`src/seq_consts.vh`:
```
/*
  Register offsets, field positions, reset values and state codes
  of the converter sequencing block.
  Assumes inclusion by bare name from the design files and the bench.
*/
`ifndef SEQ_CONSTS_VH
`define SEQ_CONSTS_VH

// Register offsets on the plain register port
`define OFS_ITC        8'h02
`define OFS_SFC        8'h03
`define OFS_START      8'h05
`define OFS_STATUS     8'h06
`define OFS_IRQ_STAT   8'h08
`define OFS_IRQ_CLR    8'h09
`define OFS_IRQ_EN     8'h0A

// Interrupt/trigger control fields
`define ITC_LEVEL_EDGE 4
`define ITC_POLARITY   3
`define ITC_TRIG_EN    2
`define ITC_IRQ_EN     1
`define ITC_IRQ_FLAG   0
`define ITC_RESET      8'h00

// Sequence/FIFO/freeze control fields
`define SFC_LEN_HI     6
`define SFC_LEN_LO     3
`define SFC_FIFO       2
`define SFC_FRZ_HI     1
`define SFC_FRZ_LO     0
`define SFC_RESET      8'h20
`define SFC_WMASK      8'h7F

// Start register and status register fields
`define START_SCAN     5
`define STAT_SCF       7
`define STAT_BUSY      6

// Sticky event bits
`define EV_SEQ_DONE    0
`define EV_ABORT       1
`define EV_OVERRUN     2
`define EV_W           3

// Freeze selections
`define FRZ_CONTINUE   2'h0
`define FRZ_RESERVED   2'h1
`define FRZ_FINISH     2'h2
`define FRZ_NOW        2'h3

// Sequencer state codes
`define ST_IDLE        2'h0
`define ST_ISSUE       2'h1
`define ST_WAIT        2'h2

`endif

```
`src/adc_sequence_control.v`:
```
/*
  Sequencing logic of the analog-to-digital converter: control registers,
  sequence length, result placement, external trigger, freeze and interrupt.
  Assumes the analog converter sits on mclk, takes conv_start pulses, honours
  conv_hold and conv_abort, and answers with conv_done and conv_result.
*/
// Behaviour
// - Enabled sequence-complete flag raises interrupt request
// - Interrupt flag mirrors status flag when enabled
// - Interrupt flag reads zero when disabled; unwritable
// - Level/edge and polarity select trigger sensitivity
// - Sequence register write aborts, starts nothing
// - Length code zero or top bit gives eight
// - Reset sets default sequence length four
// - Non-FIFO: nth result to nth register
// - FIFO: counter kept across sequence boundaries
// - FIFO counter wraps after last register
// - Status shows the result position counter
// - Abort or register start clears counter
// - Freeze field selects breakpoint response
// - Interrupt register write aborts, starts nothing
// - Trigger enable bit gates external trigger
`include "seq_consts.vh"

module adc_sequence_control (
  // Clock and reset
  input  wire       mclk,
  input  wire       rst,
  // Register port
  input  wire [7:0] addr,
  input  wire [7:0] wdata,
  input  wire       wr,
  input  wire       rd,
  output reg  [7:0] rdata,
  // Analog converter handshake
  output wire       conv_start,
  output wire       conv_hold,
  output reg        conv_abort,
  input  wire       conv_done,
  input  wire [9:0] conv_result,
  // Result register file write port
  output reg        res_we,
  output reg  [2:0] res_index,
  output reg  [9:0] res_data,
  // External trigger pin and debug freeze
  input  wire       trig_pin,
  input  wire       freeze_req,
  // Interrupt
  output wire       irq
);

  // Control registers
  reg  [7:0] itc_r;
  reg  [7:0] sfc_r;
  reg        scan_r;
  reg  [`EV_W-1:0] ev_stat_r;
  reg  [`EV_W-1:0] ev_en_r;
  // Sequencer
  reg  [1:0] state_r;
  reg  [1:0] state_nxt;
  reg  [3:0] conv_num_r;
  reg  [2:0] cc_r;
  reg        lvl_run_r;

  wire       trig_event;
  wire       trig_active;
  wire [3:0] seq_len;
  wire       fifo_mode;
  wire [1:0] frz_sel;
  wire       frz_finish;
  wire       frz_now;
  wire       wr_itc;
  wire       wr_sfc;
  wire       wr_start;
  wire       wr_clr;
  wire       aborting;
  wire       busy;
  wire       last_conv;
  wire       accept_done;
  wire       trig_start;
  wire       trig_busy;
  wire       seq_end;
  wire       restart;
  wire       seq_done_status_flag;
  wire [`EV_W-1:0] ev_set;
  wire       wr_irq_en;
  wire       cut_run;
  wire       idle_start;

  // Conversions per sequence for a four-bit length code
  function [3:0] len_decode;
    input [3:0] code;
    begin
      if (code[3] || code[2:0] == 3'h0)
        len_decode = 4'h8;
      else
        len_decode = {1'b0, code[2:0]};
    end
  endfunction

  // Register address match, shared by every write decode
  function addr_hit;
    input [7:0] a;
    input [7:0] ofs;
    begin
      addr_hit = (a == ofs);
    end
  endfunction

  // Next result slot; the three-bit width makes the wrap past the last
  // slot free, which FIFO placement relies on
  function [2:0] slot_next;
    input [2:0] slot;
    begin
      slot_next = slot + 3'h1;
    end
  endfunction

  // Next conversion number within a sequence
  function [3:0] count_next;
    input [3:0] num;
    begin
      count_next = num + 4'h1;
    end
  endfunction

  // Freeze code match for one selection
  function frz_is;
    input [1:0] sel;
    input [1:0] code;
    begin
      frz_is = (sel == code);
    end
  endfunction

  trigger_detect u_trig (
    .mclk        (mclk),
    .rst         (rst),
    .trig_pin    (trig_pin),
    .level_edge  (itc_r[`ITC_LEVEL_EDGE]),
    .polarity    (itc_r[`ITC_POLARITY]),
    .trig_event  (trig_event),
    .trig_active (trig_active)
  );

  // Field decode
  assign seq_len    = len_decode(sfc_r[`SFC_LEN_HI:`SFC_LEN_LO]);
  assign fifo_mode  = sfc_r[`SFC_FIFO];
  assign frz_sel    = sfc_r[`SFC_FRZ_HI:`SFC_FRZ_LO];
  // Freeze acts only while the debug logic holds its request
  assign frz_finish = freeze_req & frz_is(frz_sel, `FRZ_FINISH);
  assign frz_now    = freeze_req & frz_is(frz_sel, `FRZ_NOW);

  // Write decode
  assign wr_itc    = wr & addr_hit(addr, `OFS_ITC);
  assign wr_sfc    = wr & addr_hit(addr, `OFS_SFC);
  assign wr_start  = wr & addr_hit(addr, `OFS_START);
  assign wr_clr    = wr & addr_hit(addr, `OFS_IRQ_CLR);
  assign wr_irq_en = wr & addr_hit(addr, `OFS_IRQ_EN);
  // Control writes abort without starting; a start write also cuts the old run
  assign aborting  = wr_itc | wr_sfc;
  assign busy      = (state_r != `ST_IDLE);
  // Any of these writes ends the run in progress and clears the counters
  assign cut_run    = aborting | wr_start;
  // A trigger may open a sequence only from idle; later edges are overruns
  assign idle_start = trig_start & ~busy;

  // A result is taken only while not frozen at once, so a held conversion
  // cannot slip its result into the file mid-freeze
  assign accept_done = (state_r == `ST_WAIT) & conv_done & ~frz_now;
  assign last_conv   = (count_next(conv_num_r) == seq_len);
  assign seq_end     = accept_done & last_conv;

  // Trigger starts count only with the enable bit and no control or start write
  assign trig_start = itc_r[`ITC_TRIG_EN] & ~aborting & ~wr_start &
                      (trig_event | (trig_active & ~busy));
  assign trig_busy  = trig_start & trig_event & busy & ~seq_end;
  // Back-to-back sequences for scan mode or a held level trigger
  assign restart    = seq_end & (scan_r | (lvl_run_r & trig_active));

  // Sticky events; set beats clear when both land together
  assign ev_set = {trig_busy, aborting & busy, seq_end};
  assign seq_done_status_flag    = ev_stat_r[`EV_SEQ_DONE];

  // Interrupt level from enabled sticky events
  assign irq = |(ev_stat_r & ev_en_r);

  // Converter strobes
  assign conv_start = (state_r == `ST_ISSUE) & ~frz_finish & ~frz_now;
  assign conv_hold  = (state_r == `ST_WAIT) & frz_now;

  // Sequencer next state
  always @* begin
    state_nxt = state_r;
    case (state_r)
      `ST_IDLE: begin
        if (wr_start || idle_start)
          state_nxt = `ST_ISSUE;
      end
      `ST_ISSUE: begin
        if (conv_start)
          state_nxt = `ST_WAIT;
      end
      `ST_WAIT: begin
        if (accept_done) begin
          if (!last_conv || restart)
            state_nxt = `ST_ISSUE;
          else
            state_nxt = `ST_IDLE;
        end
      end
      default: state_nxt = `ST_IDLE;
    endcase
    // Control and start writes override whatever the sequencer planned
    if (aborting)
      state_nxt = `ST_IDLE;
    else if (wr_start)
      state_nxt = `ST_ISSUE;
  end

  // Sequencer state, conversion number and result position
  always @(posedge mclk) begin
    if (rst) begin
      state_r    <= `ST_IDLE;
      conv_num_r <= 4'h0;
      cc_r       <= 3'h0;
      lvl_run_r  <= 1'b0;
    end else begin
      state_r <= state_nxt;
      if (cut_run) begin
        conv_num_r <= 4'h0;
        cc_r       <= 3'h0;
        lvl_run_r  <= 1'b0;
      end else if (idle_start) begin
        // Non-FIFO trigger runs restart placement at slot zero
        conv_num_r <= 4'h0;
        lvl_run_r  <= ~itc_r[`ITC_LEVEL_EDGE] ? 1'b0 : 1'b1;
        if (!fifo_mode)
          cc_r <= 3'h0;
      end else if (accept_done) begin
        if (last_conv) begin
          conv_num_r <= 4'h0;
          // FIFO keeps counting across sequences, wrapping past the last slot
          if (fifo_mode)
            cc_r <= slot_next(cc_r);
          else
            cc_r <= 3'h0;
        end else begin
          conv_num_r <= count_next(conv_num_r);
          cc_r       <= slot_next(cc_r);
        end
      end
    end
  end

  // Result write port: slot follows the position counter
  always @(posedge mclk) begin
    if (rst) begin
      res_we    <= 1'b0;
      res_index <= 3'h0;
      res_data  <= 10'h000;
    end else begin
      res_we <= accept_done;
      if (accept_done) begin
        res_index <= cc_r;
        res_data  <= conv_result;
      end
    end
  end

  // Abort pulse tells the converter to drop its current conversion
  always @(posedge mclk) begin
    if (rst)
      conv_abort <= 1'b0;
    else
      conv_abort <= cut_run & busy;
  end

  // Control registers; the flag bit of the interrupt register is not stored
  always @(posedge mclk) begin
    if (rst) begin
      itc_r   <= `ITC_RESET;
      sfc_r   <= `SFC_RESET;
      scan_r  <= 1'b0;
      ev_en_r <= {`EV_W{1'b0}};
    end else begin
      if (wr_itc) begin
        itc_r <= {wdata[7:1], 1'b0};
      end else if (wr_irq_en) begin
        itc_r[`ITC_IRQ_EN] <= wdata[`EV_SEQ_DONE];
      end
      if (wr_sfc)
        sfc_r <= wdata & `SFC_WMASK;
      if (wr_start)
        scan_r <= wdata[`START_SCAN];
      // The enable lives in two flops kept in step, so either register
      // reads back what the other one wrote
      if (wr_irq_en)
        ev_en_r <= wdata[`EV_W-1:0];
      else if (wr_itc)
        ev_en_r[`EV_SEQ_DONE] <= wdata[`ITC_IRQ_EN];
    end
  end

  // Sticky event status; a start register write also clears sequence done
  always @(posedge mclk) begin
    if (rst) begin
      ev_stat_r <= {`EV_W{1'b0}};
    end else begin
      ev_stat_r <= ev_set |
                   (ev_stat_r & ~(wr_clr ? wdata[`EV_W-1:0] : {`EV_W{1'b0}})
                    & ~{{(`EV_W-1){1'b0}}, wr_start});
    end
  end

  // Registered read data, valid in the cycle after the strobe
  always @(posedge mclk) begin
    if (rst) begin
      rdata <= 8'h00;
    end else if (rd) begin
      case (addr)
        `OFS_ITC:
          // Flag mirrors status only while its enable is set
          rdata <= {itc_r[7:1], itc_r[`ITC_IRQ_EN] & seq_done_status_flag};
        `OFS_SFC:
          rdata <= sfc_r;
        `OFS_START:
          rdata <= {2'h0, scan_r, 5'h00};
        `OFS_STATUS:
          rdata <= {seq_done_status_flag, busy, 3'h0, cc_r};
        `OFS_IRQ_STAT:
          rdata <= {5'h00, ev_stat_r};
        `OFS_IRQ_EN:
          rdata <= {5'h00, ev_en_r};
        default:
          rdata <= 8'h00;
      endcase
    end else begin
      rdata <= 8'h00;
    end
  end

  // The reserved freeze code behaves as continue: it matches neither
  // freeze decode above, so no extra logic is spent on it.
  // Software is expected to pair FIFO placement with scan or trigger runs
  // and track valid slots by the per-result complete flags downstream.

endmodule

```
`src/trigger_detect.v`:
```
/*
  External trigger synchroniser and sensitivity decoder.
  Assumes the trigger pin is asynchronous to mclk.
*/
`include "seq_consts.vh"

module trigger_detect (
  // Clock and reset
  input  wire mclk,
  input  wire rst,
  // Trigger pin
  input  wire trig_pin,
  // Sensitivity selection
  input  wire level_edge,
  input  wire polarity,
  // Decoded trigger
  output reg  trig_event,
  output reg  trig_active
);

  reg sync1_r;
  reg sync2_r;
  reg prev_r;

  // Two-stage synchroniser, then one stage of history for edges
  always @(posedge mclk) begin
    if (rst) begin
      sync1_r <= 1'b0;
      sync2_r <= 1'b0;
      prev_r  <= 1'b0;
    end else begin
      sync1_r <= trig_pin;
      sync2_r <= sync1_r;
      prev_r  <= sync2_r;
    end
  end

  // Edge codes pulse once; level codes hold while the pin sits at the level
  always @* begin
    trig_active = 1'b0;
    trig_event  = 1'b0;
    case ({level_edge, polarity})
      2'h0: trig_event = prev_r & ~sync2_r;
      2'h1: trig_event = ~prev_r & sync2_r;
      2'h2: trig_active = ~sync2_r;
      2'h3: trig_active = sync2_r;
      default: trig_event = 1'b0;
    endcase
  end

endmodule
```
`config.mk`:
```
export PLATFORM = sky130hd
export DESIGN_NAME = adc_sequence_control
export DESIGN_NICKNAME = d
export VERILOG_FILES = /design/src/adc_sequence_control.v /design/src/trigger_detect.v
export VERILOG_INCLUDE_DIRS = /design/src
export SDC_FILE = /design/constraint.sdc
export NUM_CORES = 1
export LEC_CHECK = 0
export ABC_AREA = 0
export CORE_MARGIN = 3
export CORE_UTILIZATION = 60
export DETAILED_ROUTE_END_ITERATION = 7
export DONT_BUFFER_PORTS = 1
export PLACE_DENSITY_LB_ADDON = 0.12
export SLEW_MARGIN = 10
export SYNTH_ARGS = -nofsm -noshare
export SYNTH_HDL_FRONTEND = slang
export SYNTH_SLANG_ARGS = --single-unit
export TNS_END_PERCENT = 10
```
`constraint.sdc`:
```
create_clock -name mclk -period 3.6 [get_ports mclk]
set_input_delay 0.36 -clock mclk [delete_from_list [all_inputs] [get_ports mclk]]
set_output_delay 0.36 -clock mclk [all_outputs]
set_load 0.05 [all_outputs]
```
==> key figures <==
Worst setup path
  – CP max FO: 5
  – Crit path arrival time: around 1700 ps
  – Critical Setup Path Class: register to primary output
  – Worst-path cell chain: nand3_1, nor3b_2
  – Critical path's slowest cell: nor3b_2
  – Worst Path Required: 3240 ps
  – Startpoint Class: register
  – Type of element capturing the critical path: primary output
  – Crit path buf inv count: 0
  – CP peak stage delay: 740 ps
  – CP delay by family, top: simple AND/OR/NAND/NOR gates

Clock tree
  – # resized after CTS: 0
  – TritonCTS clock tree: done
  – Worst-path clk slew: 60 ps
  – Hold_buf cts: 0
  – CTS Buf Count: 9
  – H-tree levels: 3
  – Clock root buffer: clkbuf_8
  – Setup Fix Bufs, Post-CTS: 0
  – Worst skew pair latency: ~330 ps
  – Clock Path Buffers: 2
  – Sink Count: 57

Drt
  – Post-route DRC: 0
  – Post-Route WL: 5833 um
  – Initial DRC Count: 150
  – Routed wire per std cell: 16.25 um
  – DR vias/cell: 6.078
  – Routed via count: 2182
  – Final ANT Viol Nets: 0
  – DR pass1 iterations: 4

Floorplanning
  – Total I/O pin count: 59
  – Core Footprint: around 4100 sq um
  – Row Count: 23
  – Die height: 72.24 um
  – Die area: 5219 sq um
  – Initial Utilization: 63.97%
  – Die W: 72.24 um

Power
  – Pleak: between 0.0009 and 0.001 uW
  – Peak supply drop: 342.3 uV
  – Internal power: 925.7 uW
  – Comb pwr share: 2.2%
  – Part of the power in the clock network: 43.4%
  – Sequential Power Share: 54.4%
  – Switching power: 243.8 uW
  – P per Cell Area: 418.8 nW/um^2
  – Sw Share: approximately a fifth

Final layout
  – Ant. Diodes: 0
  – Area Growth Syn to Fin: 6.084%
  – Share of layout cells above drive strength 1: 8.738%
  – Fin nets: 341
  – Non-Filler Instances: 359
  – Fillers: 348

Min path
  – Worst min path class: input pin to register

Logic synthesis
  – Synth async-reset ratio: 0%
  – Yosys cell types: 48
  – Synth Instances: 310
  – Synth warn: 0
  – Mapped Area: around 2600 sq um
  – Synthesized flop and latch total: 57
  – Main synth FF type: dfxtp_1
  – Post-synth EDFFs: 0
  – Syn Nets: between 300 and 400
  – Syn_area_per_cell: about 8.5 sq um
  – Sequential share of the synthesized area: 43.35%

Global routing
  – Number of antenna violations at the first check in global routing: 0
  – Overflow after GRT: 0
  – First-pass GRT wire length: 9701 um
  – Number of global-route vias before repair: 2048
  – Largest net degree at the start of global routing: 45
  – All-layer global routing usage: 23.76%

Place
  – DP Wirelength: 4076 um
  – Placed Cells incl. Taps: about 350
  – Gpl congestion: 0.8731
  – # port buffers: 0

Status
  – Status: completed

Timing
  – Final setup viols: 0
  – Relative slew margins: 40.77%
  – RSZ-0062 raised after global routing: no
  – Slew @ Worst Pin: roughly 900 ps
  – Fin. Hold Viols: 0
  – Fmax: 0.4935 GHz
  – Minimum clock period: ~2000 ps
  – Fin crit share: 56.29%
  – Max-slew violation count: 0
  – Setup TNS: 0 ps
  – Max Clock Skew: 6.376 ps

Flow run
  – Max-cap viol count: 0
sequential cells by signal, summed over array words and instances, names as in the netlist:
name	flops
conv_num_r	4
u_trig.sync2_r	1
itc_r	7
res_we	1
ev_stat_r	3
res_data	10
scan_r	1
rdata	8
res_index	3
u_trig.sync1_r	1
cc_r	3
sfc_r	7
lvl_run_r	1
ev_en_r	3
state_r	2
conv_abort	1
u_trig.prev_r	1
area by class of cell:
cell class	instances	area, sq um	share of cell area, %
inverter	4	15.01	0.5376
multi-input combinational	234	1411	50.54
sequential	57	1141	40.86
tap	50	62.56	2.240
clock buffer	14	162.7	5.824
cell usage in the layout (no fill, tap or decap), types with 2 or more instances in the layout:
master / instances
dfxtp_1: 57
nand2_1: 55
nor2_1: 33
a21oi_1: 25
mux2i_1: 13
nor2b_1: 11
clkbuf_8: 11
nand3_1: 10
a21oi_2: 7
and3_1: 5
o21ai_0: 5
nand3b_1: 5
inv_1: 4
nor3_1: 4
mux2_2: 4
a22oi_1: 4
a31oi_1: 4
xor2_1: 4
and2_1: 3
a32o_1: 3
a32oi_1: 3
o2111ai_1: 3
nand2b_1: 3
clkbuf_1: 3
and3b_1: 2
nand4b_1: 2
xnor2_1: 2
o311ai_1: 2
o211ai_1: 2
nand4_1: 2
ha_1: 2
power groups by stage:
stage / clock, uW / sequential (uW) / combinational [uW]
floorplan: 0 / 649 / 33.2
global placement: 0 / 650 / 25.5
detailed placement: 0 / 650 / 25.7
CTS: 515 / 636 / 25.9
global route: 539 / 636 / 28.9
finish: 507 / 636 / 26.3
path summary, 6_finish.rpt:
path	from	endpoint	slack (ps)	cells past startpoint
worst max-delay path	sfc_r[1]	conv_hold	1570	2
worst min-delay path	rst	res_data[9]	100	1
worst max register to register	state_r[1]	cc_r[0]	1650	3
worst min register to register	u_trig.sync1_r	u_trig.sync2_r	440	1
per-layer routing:
| metal | wire [um] | up-vias | part of all wire [%] | GRT usage (%) |
|---|---|---|---|---|
| li1 | - | 1082 | - | - |
| met1 | 2622 | 1018 | 45 | 31.50 |
| met2 | 2618 | 71 | 45 | 35.59 |
| met3 | 455 | 11 | 7.8 | 6.094 |
| met4 | 137 | 0 | 2.3 | 12.32 |
| met5 | 0 | - | 0 | 0 |
synth_stat cells, drive strengths merged (2+ instances only):
library cell,number,area (sq um)
dfxtp,57,1141
nand2,55,206.5
nor2,34,135.1
a21oi,32,186.4
mux2i,13,130.1
nor2b,11,68.82
nand3,10,50.05
buf,8,43.78
clkbuf,7,26.28
o21ai,6,30.02
and3,5,31.28
nand3b,5,37.54
a22oi,4,30.03
a31oi,4,25.02
inv,4,15.01
mux2,4,45.04
nor3,4,20.02
xor2,4,35.03
a32o,3,30.03
a32oi,3,26.28
and2,3,18.77
nand2b,3,18.77
o2111ai,3,26.28
and3b,2,17.52
ha,2,25.02
nand4,2,12.51
nand4b,2,17.52
nor3b,2,15.01
o211ai,2,15.01
o311ai,2,17.52
xnor2,2,17.52
metrics by stage:
| step | util [%] | setup slack (ps) | hold slack [ps] | total power [uW] | cell area (sq um) |
|---|---|---|---|---|---|
| floorplan | - | 1572 | 413.8 | 682.7 | 2633 |
| global placement | 63.91 | 1716 | 420.8 | 675.4 | 2630 |
| detailed placement | 63.91 | 1679 | 428.6 | 675.7 | 2630 |
| CTS | 67.86 | 1560 | 81.36 | 1177 | 2793 |
| global route | 67.86 | 1389 | 78.33 | 1204 | 2793 |
| finish | 67.86 | 1574 | 97.72 | 1169 | 2793 |
worst register-to-register path, cell delays in order (launching register included):
cell and delay (ps):
dfxtp_1 390, nor2b_1 230, nand3_1 650, o41ai_1 550
cells by family (layout without fill, tap and decap cells):
group	Yosys count	in the layout	share of synthesized area [%]
fa+ha+maj	2	2	0.9504
compound gates	67	67	17.49
flops	57	57	43.35
buf+inv	19	18	3.231
mux	17	17	6.654
simple gates	142	142	26.33
xor+xnor	6	6	1.996
Power figures use the tool's default switching activity.
